File: src/dbgx_pkg.sv
// Purpose: Shared constants and carrier types for the debug exception logic.
// Assumes: Four breakpoint slots, each with a two-bit access type field.
// Notes:   Address comparison and length masking happen outside this block.
package dbgx_pkg;

	localparam int unsigned DBGX_SLOTS = 4;

	// Breakpoint access type field encodings.
	localparam logic [1:0] DBGX_AT_EXEC     = 2'h0;
	localparam logic [1:0] DBGX_AT_WRITE    = 2'h1;
	localparam logic [1:0] DBGX_AT_IO       = 2'h2;
	localparam logic [1:0] DBGX_AT_DATA_RW  = 2'h3;

	// Interrupt vectors of the debug exception and of the breakpoint instruction.
	localparam logic [7:0] DBGX_VEC_DEBUG   = 8'h01;
	localparam logic [7:0] DBGX_VEC_BPINSN  = 8'h03;

	// Reset values of the processor flags held here.
	localparam logic       DBGX_RF_RESET    = 1'b0;
	localparam logic       DBGX_TF_RESET    = 1'b0;

	// Debug control register bits that steer this block.
	typedef struct packed {
		logic                       register_access_guard;
		logic                       global_exact_match;
		logic                       local_exact_match;
		logic [DBGX_SLOTS-1:0]      global_slot_enable;
		logic [DBGX_SLOTS-1:0]      local_slot_enable;
		logic [2*DBGX_SLOTS-1:0]    breakpoint_access_type_field;
	} dbgx_ctrl_t;

	// Debug status register flags kept by this block.
	typedef struct packed {
		logic                       task_switch_status_flag;
		logic                       access_detect_flag;
		logic                       step_status_flag;
		logic [DBGX_SLOTS-1:0]      slot_hit_flag;
	} dbgx_status_t;

	localparam dbgx_status_t DBGX_STATUS_RESET = '0;

	// Kind of instruction reported at retirement.
	typedef enum logic [2:0] {
		DBGX_RK_NORMAL    = 3'h0,
		DBGX_RK_DW_PLAIN_INTERRUPT_RETURN   = 3'h1,
		DBGX_RK_PLAIN_PLAIN_INTERRUPT_RETURN = 3'h2,
		DBGX_RK_FLAG_POP  = 3'h3,
		DBGX_RK_TS_BRANCH = 3'h4,
		DBGX_RK_SOFT_INT  = 3'h5,
		DBGX_RK_OVF_INT   = 3'h6
	} dbgx_retire_kind_t;

	// One retirement report from the pipeline.
	typedef struct packed {
		logic                       valid;
		dbgx_retire_kind_t          kind;
		logic                       tf_write;
		logic                       tf_value;
		logic                       rf_image;
	} dbgx_retire_t;

	// One task switch report from the pipeline.
	typedef struct packed {
		logic                       valid;
		logic                       is_return;
		logic                       tf_image;
		logic                       rf_image;
		logic                       debug_trap_bit;
	} dbgx_task_t;

endpackage : dbgx_pkg

File: src/dbgx_debug_exception_logic.sv
// Purpose: Detects debug conditions, raises the debug exception and keeps the
//          resume and trap flags and the debug status flags.
// Assumes: Pipeline reports fetches, data accesses, retirements and task
//          switches on ref_clk; slot match vectors are already compared.
// Notes:   All inputs come from logic on the same clock, so none is synchronised.
// Operation
// - Fetch match on exec slot raises fault
// - Instruction breakpoint outranks all other exceptions
// - Each condition sets its own status flag
// - Write, IO, data slots raise traps
// - Data traps wait for instruction completion
// - Fault and trap may report together
// - Resume flag masks instruction breakpoints only
// - Fault entry sets resume flag, breakpoint excepted
// - Only dword return or task return restore
// - Completion clears resume flag, listed exceptions aside
// - Exact match enables are ignored
// - Repeated strings trap after matching iteration
// - Guarded debug register move raises fault
// - Trap flag set during instruction steps
// - Step entry clears trap flag
// - Loaded trap flag steps after first instruction
// - Soft and overflow interrupts clear trap flag
// - Step first, then pending external interrupt
// - Task debug trap bit raises exception
// - Debug conditions use vector one
`timescale 1ns/1ns
`default_nettype none

module dbgx_debug_exception_logic
(
	input  wire logic                            ref_clk,
	input  wire logic                            reset,
	input  wire logic                            clk_en,
	input  wire dbgx_pkg::dbgx_ctrl_t            debug_control_register,
	input  wire logic                            fetch_valid,
	input  wire logic [dbgx_pkg::DBGX_SLOTS-1:0] fetch_slot_match,
	input  wire logic                            debug_reg_move,
	input  wire logic                            data_valid,
	input  wire logic                            data_write,
	input  wire logic                            data_is_io,
	input  wire logic [dbgx_pkg::DBGX_SLOTS-1:0] data_slot_match,
	input  wire logic                            rep_iter_done,
	input  wire dbgx_pkg::dbgx_retire_t          retire,
	input  wire dbgx_pkg::dbgx_task_t            task_switch,
	input  wire logic                            other_fault,
	input  wire logic                            ext_int_pending,
	input  wire logic                            status_clear,
	input  wire dbgx_pkg::dbgx_status_t          status_clear_mask,
	output logic                                 debug_exception,
	output logic                                 exc_is_fault,
	output logic                                 exc_is_trap,
	output logic [7:0]                           exc_vector,
	output logic                                 hold_instruction,
	output logic                                 block_other_exc,
	output logic                                 ext_int_grant,
	output logic                                 resume_flag,
	output logic                                 trap_flag,
	output dbgx_pkg::dbgx_status_t               debug_status_register
);
	import dbgx_pkg::*;

	// Small state machine: after a step trap it opens a one-cycle window in
	// which a still pending external interrupt is granted ahead of the handler.
	typedef enum logic [1:0] {
		DBGX_ST_RUN   = 2'b00,
		DBGX_ST_STEP  = 2'b01,
		DBGX_ST_GRANT = 2'b11
	} dbgx_state_t;

	dbgx_state_t              state_q;
	dbgx_state_t              state_d;
	logic                     exc_q;
	logic                     fault_q;
	logic                     trap_q;
	logic [7:0]               vector_q;
	logic                     hold_q;
	logic                     block_q;
	logic                     grant_q;
	logic                     rf_q;
	logic                     rf_d;
	logic                     tf_q;
	logic                     tf_d;
	dbgx_status_t             status_q;
	logic [DBGX_SLOTS-1:0]    pend_hit_q;

	logic [DBGX_SLOTS-1:0]    slot_en;
	logic [DBGX_SLOTS-1:0]    exec_slot;
	logic [DBGX_SLOTS-1:0]    write_slot;
	logic [DBGX_SLOTS-1:0]    io_slot;
	logic [DBGX_SLOTS-1:0]    rw_slot;
	logic [DBGX_SLOTS-1:0]    ibp_hits;
	logic [DBGX_SLOTS-1:0]    data_hits;
	logic [DBGX_SLOTS-1:0]    all_data_hits;
	logic                     ibp_fault;
	logic                     gd_fault;
	logic                     any_fault;
	logic                     data_point;
	logic                     data_trap;
	logic                     step_trap;
	logic                     task_trap;
	logic                     any_trap;
	logic                     fault_entry;

	// Picks every slot whose access type field holds the given encoding.
	function automatic logic [DBGX_SLOTS-1:0] slots_of_type
	(
		input logic [2*DBGX_SLOTS-1:0] types,
		input logic [1:0]              code
	);
		logic [DBGX_SLOTS-1:0] sel;
		sel = '0;
		for (int i = 0; i < DBGX_SLOTS; i++)
		begin
			sel[i] = (types[2*i +: 2] == code);
		end
		return sel;
	endfunction : slots_of_type

	// The exact-match enables are deliberately not consulted: data matching
	// behaves the same whichever way software leaves them.
	assign slot_en    = debug_control_register.global_slot_enable |
	                    debug_control_register.local_slot_enable;
	assign exec_slot  = slots_of_type(debug_control_register.breakpoint_access_type_field,
	                                  DBGX_AT_EXEC);
	assign write_slot = slots_of_type(debug_control_register.breakpoint_access_type_field,
	                                  DBGX_AT_WRITE);
	assign io_slot    = slots_of_type(debug_control_register.breakpoint_access_type_field,
	                                  DBGX_AT_IO);
	assign rw_slot    = slots_of_type(debug_control_register.breakpoint_access_type_field,
	                                  DBGX_AT_DATA_RW);

	// Instruction breakpoints are checked on the fetch, before execution, and
	// are masked while the resume flag is set.
	assign ibp_hits  = (fetch_valid && !rf_q) ? (fetch_slot_match & slot_en & exec_slot)
	                                          : '0;
	assign ibp_fault = |ibp_hits;

	// A guarded debug register move faults before the move runs.
	assign gd_fault  = debug_reg_move && debug_control_register.register_access_guard;
	assign any_fault = ibp_fault || gd_fault;

	// Data and I/O matches are traps, not gated by the resume flag.
	always_comb
	begin
		data_hits = '0;
		if (data_valid)
		begin
			if (data_is_io)
			begin
				data_hits = data_slot_match & slot_en & io_slot;
			end
			else
			begin
				data_hits = data_slot_match & slot_en &
				            (rw_slot | (data_write ? write_slot : '0));
			end
		end
	end

	// Matches are collected over the instruction and reported only at its end,
	// or at the end of the string iteration that touched the location.
	assign all_data_hits = pend_hit_q | data_hits;
	assign data_point    = retire.valid || rep_iter_done;
	assign data_trap     = data_point && (|all_data_hits);

	// The trap flag as it stood during the instruction decides the step; a flag
	// written by this same retirement only affects the next one.
	assign step_trap = retire.valid && tf_q;

	// The incoming task's debug trap bit raises the exception on arrival. A
	// handler task with this bit set would loop here forever.
	assign task_trap = task_switch.valid && task_switch.debug_trap_bit;

	assign any_trap  = data_trap || step_trap || task_trap;

	// Entry into any fault handler other than an instruction breakpoint.
	assign fault_entry = (gd_fault && !ibp_fault) || (other_fault && !ibp_fault);

	always_ff @(posedge ref_clk or posedge reset)
	begin
		if (reset)
		begin
			pend_hit_q <= '0;
		end
		else if (clk_en)
		begin
			if (data_point || any_fault || other_fault)
			begin
				pend_hit_q <= '0;
			end
			else
			begin
				pend_hit_q <= all_data_hits;
			end
		end
	end

	// Exception report: one pulse on vector 1 carrying fault and trap classes.
	always_ff @(posedge ref_clk or posedge reset)
	begin
		if (reset)
		begin
			exc_q    <= 1'b0;
			fault_q  <= 1'b0;
			trap_q   <= 1'b0;
			vector_q <= DBGX_VEC_DEBUG;
			hold_q   <= 1'b0;
			block_q  <= 1'b0;
		end
		else if (clk_en)
		begin
			exc_q    <= any_fault || any_trap;
			fault_q  <= any_fault;
			trap_q   <= any_trap;
			vector_q <= DBGX_VEC_DEBUG;
			hold_q   <= any_fault;
			block_q  <= ibp_fault;
		end
	end

	// Resume flag update; a later branch overrides an earlier one, so fault entry wins.
	always_comb
	begin
		rf_d = rf_q;
		if (retire.valid)
		begin
			case (retire.kind)
				DBGX_RK_DW_PLAIN_INTERRUPT_RETURN:
				begin
					rf_d = retire.rf_image;
				end
				DBGX_RK_TS_BRANCH:
				begin
					rf_d = rf_q;
				end
				default:
				begin
					rf_d = 1'b0;
				end
			endcase
		end
		if (task_switch.valid && task_switch.is_return)
		begin
			rf_d = task_switch.rf_image;
		end
		if (fault_entry)
		begin
			rf_d = 1'b1;
		end
	end

	always_ff @(posedge ref_clk or posedge reset)
	begin
		if (reset)
		begin
			rf_q <= DBGX_RF_RESET;
		end
		else if (clk_en)
		begin
			rf_q <= rf_d;
		end
	end

	// Trap flag update. Privilege changes do not touch it.
	always_comb
	begin
		tf_d = tf_q;
		if (retire.valid)
		begin
			if (retire.tf_write)
			begin
				tf_d = retire.tf_value;
			end
			if ((retire.kind == DBGX_RK_SOFT_INT) || (retire.kind == DBGX_RK_OVF_INT))
			begin
				tf_d = 1'b0;
			end
		end
		if (task_switch.valid)
		begin
			tf_d = task_switch.tf_image;
		end
		if (step_trap)
		begin
			tf_d = 1'b0;
		end
	end

	always_ff @(posedge ref_clk or posedge reset)
	begin
		if (reset)
		begin
			tf_q <= DBGX_TF_RESET;
		end
		else if (clk_en)
		begin
			tf_q <= tf_d;
		end
	end

	// The step is always taken first; the interrupt is granted two cycles
	// later, once the flag is clear, so its handler never runs stepped.
	always_comb
	begin
		state_d = state_q;
		case (state_q)
			DBGX_ST_RUN:
			begin
				if (step_trap && ext_int_pending)
				begin
					state_d = DBGX_ST_STEP;
				end
			end
			DBGX_ST_STEP:
			begin
				state_d = ext_int_pending ? DBGX_ST_GRANT : DBGX_ST_RUN;
			end
			DBGX_ST_GRANT:
			begin
				state_d = DBGX_ST_RUN;
			end
			default:
			begin
				state_d = DBGX_ST_RUN;
			end
		endcase
	end

	always_ff @(posedge ref_clk or posedge reset)
	begin
		if (reset)
		begin
			state_q <= DBGX_ST_RUN;
			grant_q <= 1'b0;
		end
		else if (clk_en)
		begin
			state_q <= state_d;
			grant_q <= (state_d == DBGX_ST_GRANT);
		end
	end

	// Sticky status flags; a new condition wins over a software clear in the
	// same cycle so that no report is lost.
	always_ff @(posedge ref_clk or posedge reset)
	begin
		if (reset)
		begin
			status_q <= DBGX_STATUS_RESET;
		end
		else if (clk_en)
		begin
			status_q <= (status_clear ? (status_q & ~status_clear_mask) : status_q) |
			            dbgx_status_t'({task_trap, gd_fault, step_trap,
			                            (ibp_hits | (data_trap ? all_data_hits
			                                                   : {DBGX_SLOTS{1'b0}}))});
		end
	end

	assign debug_exception       = exc_q;
	assign exc_is_fault          = fault_q;
	assign exc_is_trap           = trap_q;
	assign exc_vector            = vector_q;
	assign hold_instruction      = hold_q;
	assign block_other_exc       = block_q;
	assign ext_int_grant         = grant_q;
	assign resume_flag           = rf_q;
	assign trap_flag             = tf_q;
	assign debug_status_register = status_q;

endmodule : dbgx_debug_exception_logic

`default_nettype wire

File: config.mk
export PLATFORM = sky130hd
export DESIGN_NAME = dbgx_debug_exception_logic
export DESIGN_NICKNAME = d
export VERILOG_FILES = /design/src/dbgx_pkg.sv /design/src/dbgx_debug_exception_logic.sv
export SDC_FILE = /design/constraint.sdc
export NUM_CORES = 1
export LEC_CHECK = 0
export BUFFER_PORTS_ARGS = -buffer_cell sky130_fd_sc_hd__buf_4
export CORE_ASPECT_RATIO = 1.1
export CORE_MARGIN = 4
export CORE_UTILIZATION = 33
export CTS_CLUSTER_SIZE = 14
export DETAILED_ROUTE_END_ITERATION = 8
export GPL_TIMING_DRIVEN = 0
export PLACE_DENSITY = 0.74
export SKIP_LAST_GASP = 1
export SLEW_MARGIN = 20
export SYNTH_ARGS = -nofsm -noshare
export SYNTH_HDL_FRONTEND = slang
export SYNTH_SLANG_ARGS = --single-unit
export TNS_END_PERCENT = 50
File: constraint.sdc
create_clock -name ref_clk -period 4.6 [get_ports ref_clk]
set_clock_uncertainty 0.1 [all_clocks]
set_input_delay 0.69 -clock ref_clk [delete_from_list [all_inputs] [get_ports ref_clk]]
set_output_delay 0.69 -clock ref_clk [all_outputs]
set_load 0.02 [all_outputs]
==> impl_metrics.csv <==
group,metric,value,unit
outcome,status,"finished, final reports clean",
final_layout,post-route-util,52.8,%
global_routing,grt_overflow,0,
synthesis,synth_area,0.00129,mm^2
global_routing,grt_pass1_wl,5710,um
power,p_comb_share,31.3,%
clock_tree,cts_max_level,1,
synthesis,ys.flop_type,"dfrtp_1",
synthesis,synth.avg_cell_area,8.79,um^2
power,seqPwrFrac,37.7,%
synthesis,synth.most_common_cell,"dfrtp_1",
final_layout,stdcell_count,275,
timing,final.min_clock_period,2.17,ns
global_routing,busiest_layer,"met2",
synthesis,netlist_instances,147,
floorplan,io_pins,81,
placement,placed_cells,271,
timing,hold_violations,0,
clock_tree,cts_buffers,3,
synthesis,synth-compound-area-share,27.7,%
floorplan,die_h,73.6,um
synthesis,synth_xor_area_share,1.36,%
timing,drv_slew,0,
power,power_density,291,mW/mm^2
timing,fin_setup_tns,0,ns
hold_path,hold_class,"flip-flop to flip-flop",
detailed_routing,drtAntennaViolNets,0,
placement,pre_cts_ws,2.17,ns
timing,fin_ws,2.43,ns
power,p_int,406,uW
synthesis,synth.area.mux_share,0.871,%
clock_tree,holdBufCountCts,0,
timing,fin_hold_ws,0.404,ns
critical_path,start_kind,"input pin",
timing,period_share,47.2,%
final_layout,final_nets,284,
detailed_routing,wl_per_cell,13.2,um
job,drv_cap,0,
timing,slew_headroom,49.3,%
placement,place_area,0.00189,mm^2
clock_tree,cts_tree,"done",
final_layout,drive_gt1_share,41.3,%
synthesis,synth_top_family_by_area,"compound AO/OA/AOI/OAI gates",
clock_tree,clock_latency,0.25,ns
final_layout,diodes,0,
placement,routabilityCongestion,0.695,
detailed_routing,via_per_inst,4.84,
global_routing,met1_usage,20.3,%
clock_tree,cts_repair_resize_count,0,
synthesis,yosysSeqAreaShare,38.7,%
synthesis,synth_top_area_share,38.7,%
timing,rsz0062_at_grt,"false",
synthesis,synth_top_area_cell,"dfrtp_1",
synthesis,yosys_warnings,0,
synthesis,synth.distinct_cells,45,
final_layout,syn_to_final_growth,51.6,%
power,power_leakage,0.990,nW
detailed_routing,drc,0,
global_routing,met3_usage,3.52,%
floorplan,coreArea,0.00371,mm^2
floorplan,num_rows,23,
timing,worstMarginPinSlew,0.760,ns
synthesis,synthSimpleGateAreaFrac,21.9,%
critical_path,cp-end-kind,"flip-flop",
global_routing,grtUsageMet2,23.2,%
detailed_routing,wl,3630,um
synthesis,ys_top_cells_by_area,"dfrtp_1 (39%), buf_4 (5.2%), nand2_1 (4.4%)",
clock_tree,postCtsSetupBuffers,0,
synthesis,synth_edf_count,0,
synthesis,ys_async_sr_fraction,100,%
power,vdd_ir_drop_max,0.000215,V
power,switching_power,164,uW
global_routing,grt_max_degree,21,
detailed_routing,drt_pre_antenna_iters,4,
critical_path,worstPathMaxFanout,6,
placement,dp_hpwl,3000,um
global_routing,grt_pass1_vias,1289,
clock_tree,path_clk_slew,0.08,ns
detailed_routing,vias,1332,
placement,port_buffers,68,
global_routing,grt.total_usage,14.9,%
floorplan,die_area,0.00498,mm^2
critical_path,path_class,"input pin to flip-flop",
synthesis,yosys-top-cells-count,"dfrtp_1 (20), nand2_1 (15), nor2_1 (14)",
critical_path,critPathArrivalTime,2.26,ns
synthesis,post_synth_fa_ha_maj_area_fraction,0,%
power,p_clk_share,31.0,%
power,switching_share,28.8,%
timing,setup_viol_count_final,0,
clock_tree,root_buffer,"clkbuf_8",
floorplan,die_w,67.7,um
global_routing,antenna_found_initial,0,
synthesis,yosys_register_bits,20,
floorplan,initial_utilization,34.8,%
clock_tree,clkSinkCount,20,
clock_tree,cts.path.max_buffers,2,
detailed_routing,first_iter_violations,40,
final_layout,design_area,0.00196,mm^2
timing,max_freq,460,MHz
critical_path,required,4.69,ns
power,finalPower,570,uW
-- cells in the final DEF, fill, tap and decap left out, types with 2 or more instances in the layout --
cell      netlist  routed
a21boi_2        2       2
a21o_1          3       3
a21oi_1         9       9
a22o_1          5       5
a32o_1          3       3
buf_2           2       2
buf_4           9      77
clkbuf_1        4       4
clkbuf_8        0       3
conb_1          2       8
dfrtp_1        20      20
inv_1           6       6
nand2_1        15      15
nand2b_1        9       9
nor2_1         14      14
nor4_1          2       2
o21ai_0         9       9
o21bai_1        2       2
o22ai_1         3       3
xor2_1          2       2
-- flip-flops by register name, indices dropped and copies added, names as in the netlist --
register and count:
hold_instruction 1, exc_is_trap 1, debug_exception 1, state_q 2, pend_hit_q 4, block_other_exc 1
trap_flag 1, debug_status_register 7, ext_int_grant 1, resume_flag 1
-- power by group through the flow --
stage	logic [mW]	clock network [mW]	registers (mW)
floorplan	0.0685	0	0.240
global placement	0.178	0	0.218
detailed placement	0.180	0	0.218
CTS	0.180	0.180	0.215
global route	0.195	0.186	0.218
finish	0.178	0.177	0.215
-- final timing paths --
kind                                          start                        to  slack, ns  cells past startpoint
max reg2reg                             resume_flag               resume_flag       2.58                      6
min reg2reg                debug_status_register[5]  debug_status_register[5]       0.40                      1
max in group asynchronous                     reset             pend_hit_q[2]       3.46                      2
min in group asynchronous                     reset          hold_instruction       0.46                      2
max                                     fetch_valid             pend_hit_q[0]       2.43                      7
min                        debug_status_register[5]  debug_status_register[5]       0.40                      1
-- layout make-up --
type	count	area, um^2
inverter	6	22.5
buffer	15	92.6
tap	50	62.6
sequential	20	500
clock inverter	1	30.0
fill	359	1750
timing repair buffer	68	510
multi-input combinational	112	699
clock buffer	3	41.3
-- per-layer routing --
layer  routed length, um  share of wire [%]  vias up
met2                1650                 45       60
li1                    -                  -      662
met3                 385                 11        7
met4                  57                1.6        0
met1                1540                 42      603
met5                   0                  0        -
-- logic make-up (layout without fill, tap and decap cells) --
group / Yosys count / in the layout
simple gates: 52 / 52
compound gates: 49 / 49
buf+inv: 21 / 93
flops: 20 / 20
other cells: 2 / 8
xor+xnor: 2 / 2
mux: 1 / 1
-- worst max-delay path, stage by stage --
cell and delay, ns:
buf_4 0.10, or2b_1 0.28, nor4_1 0.12, or4_1 0.51, buf_2 0.17, or2_4 0.28, a21boi_2 0.11
Power figures use the tool's default switching activity.
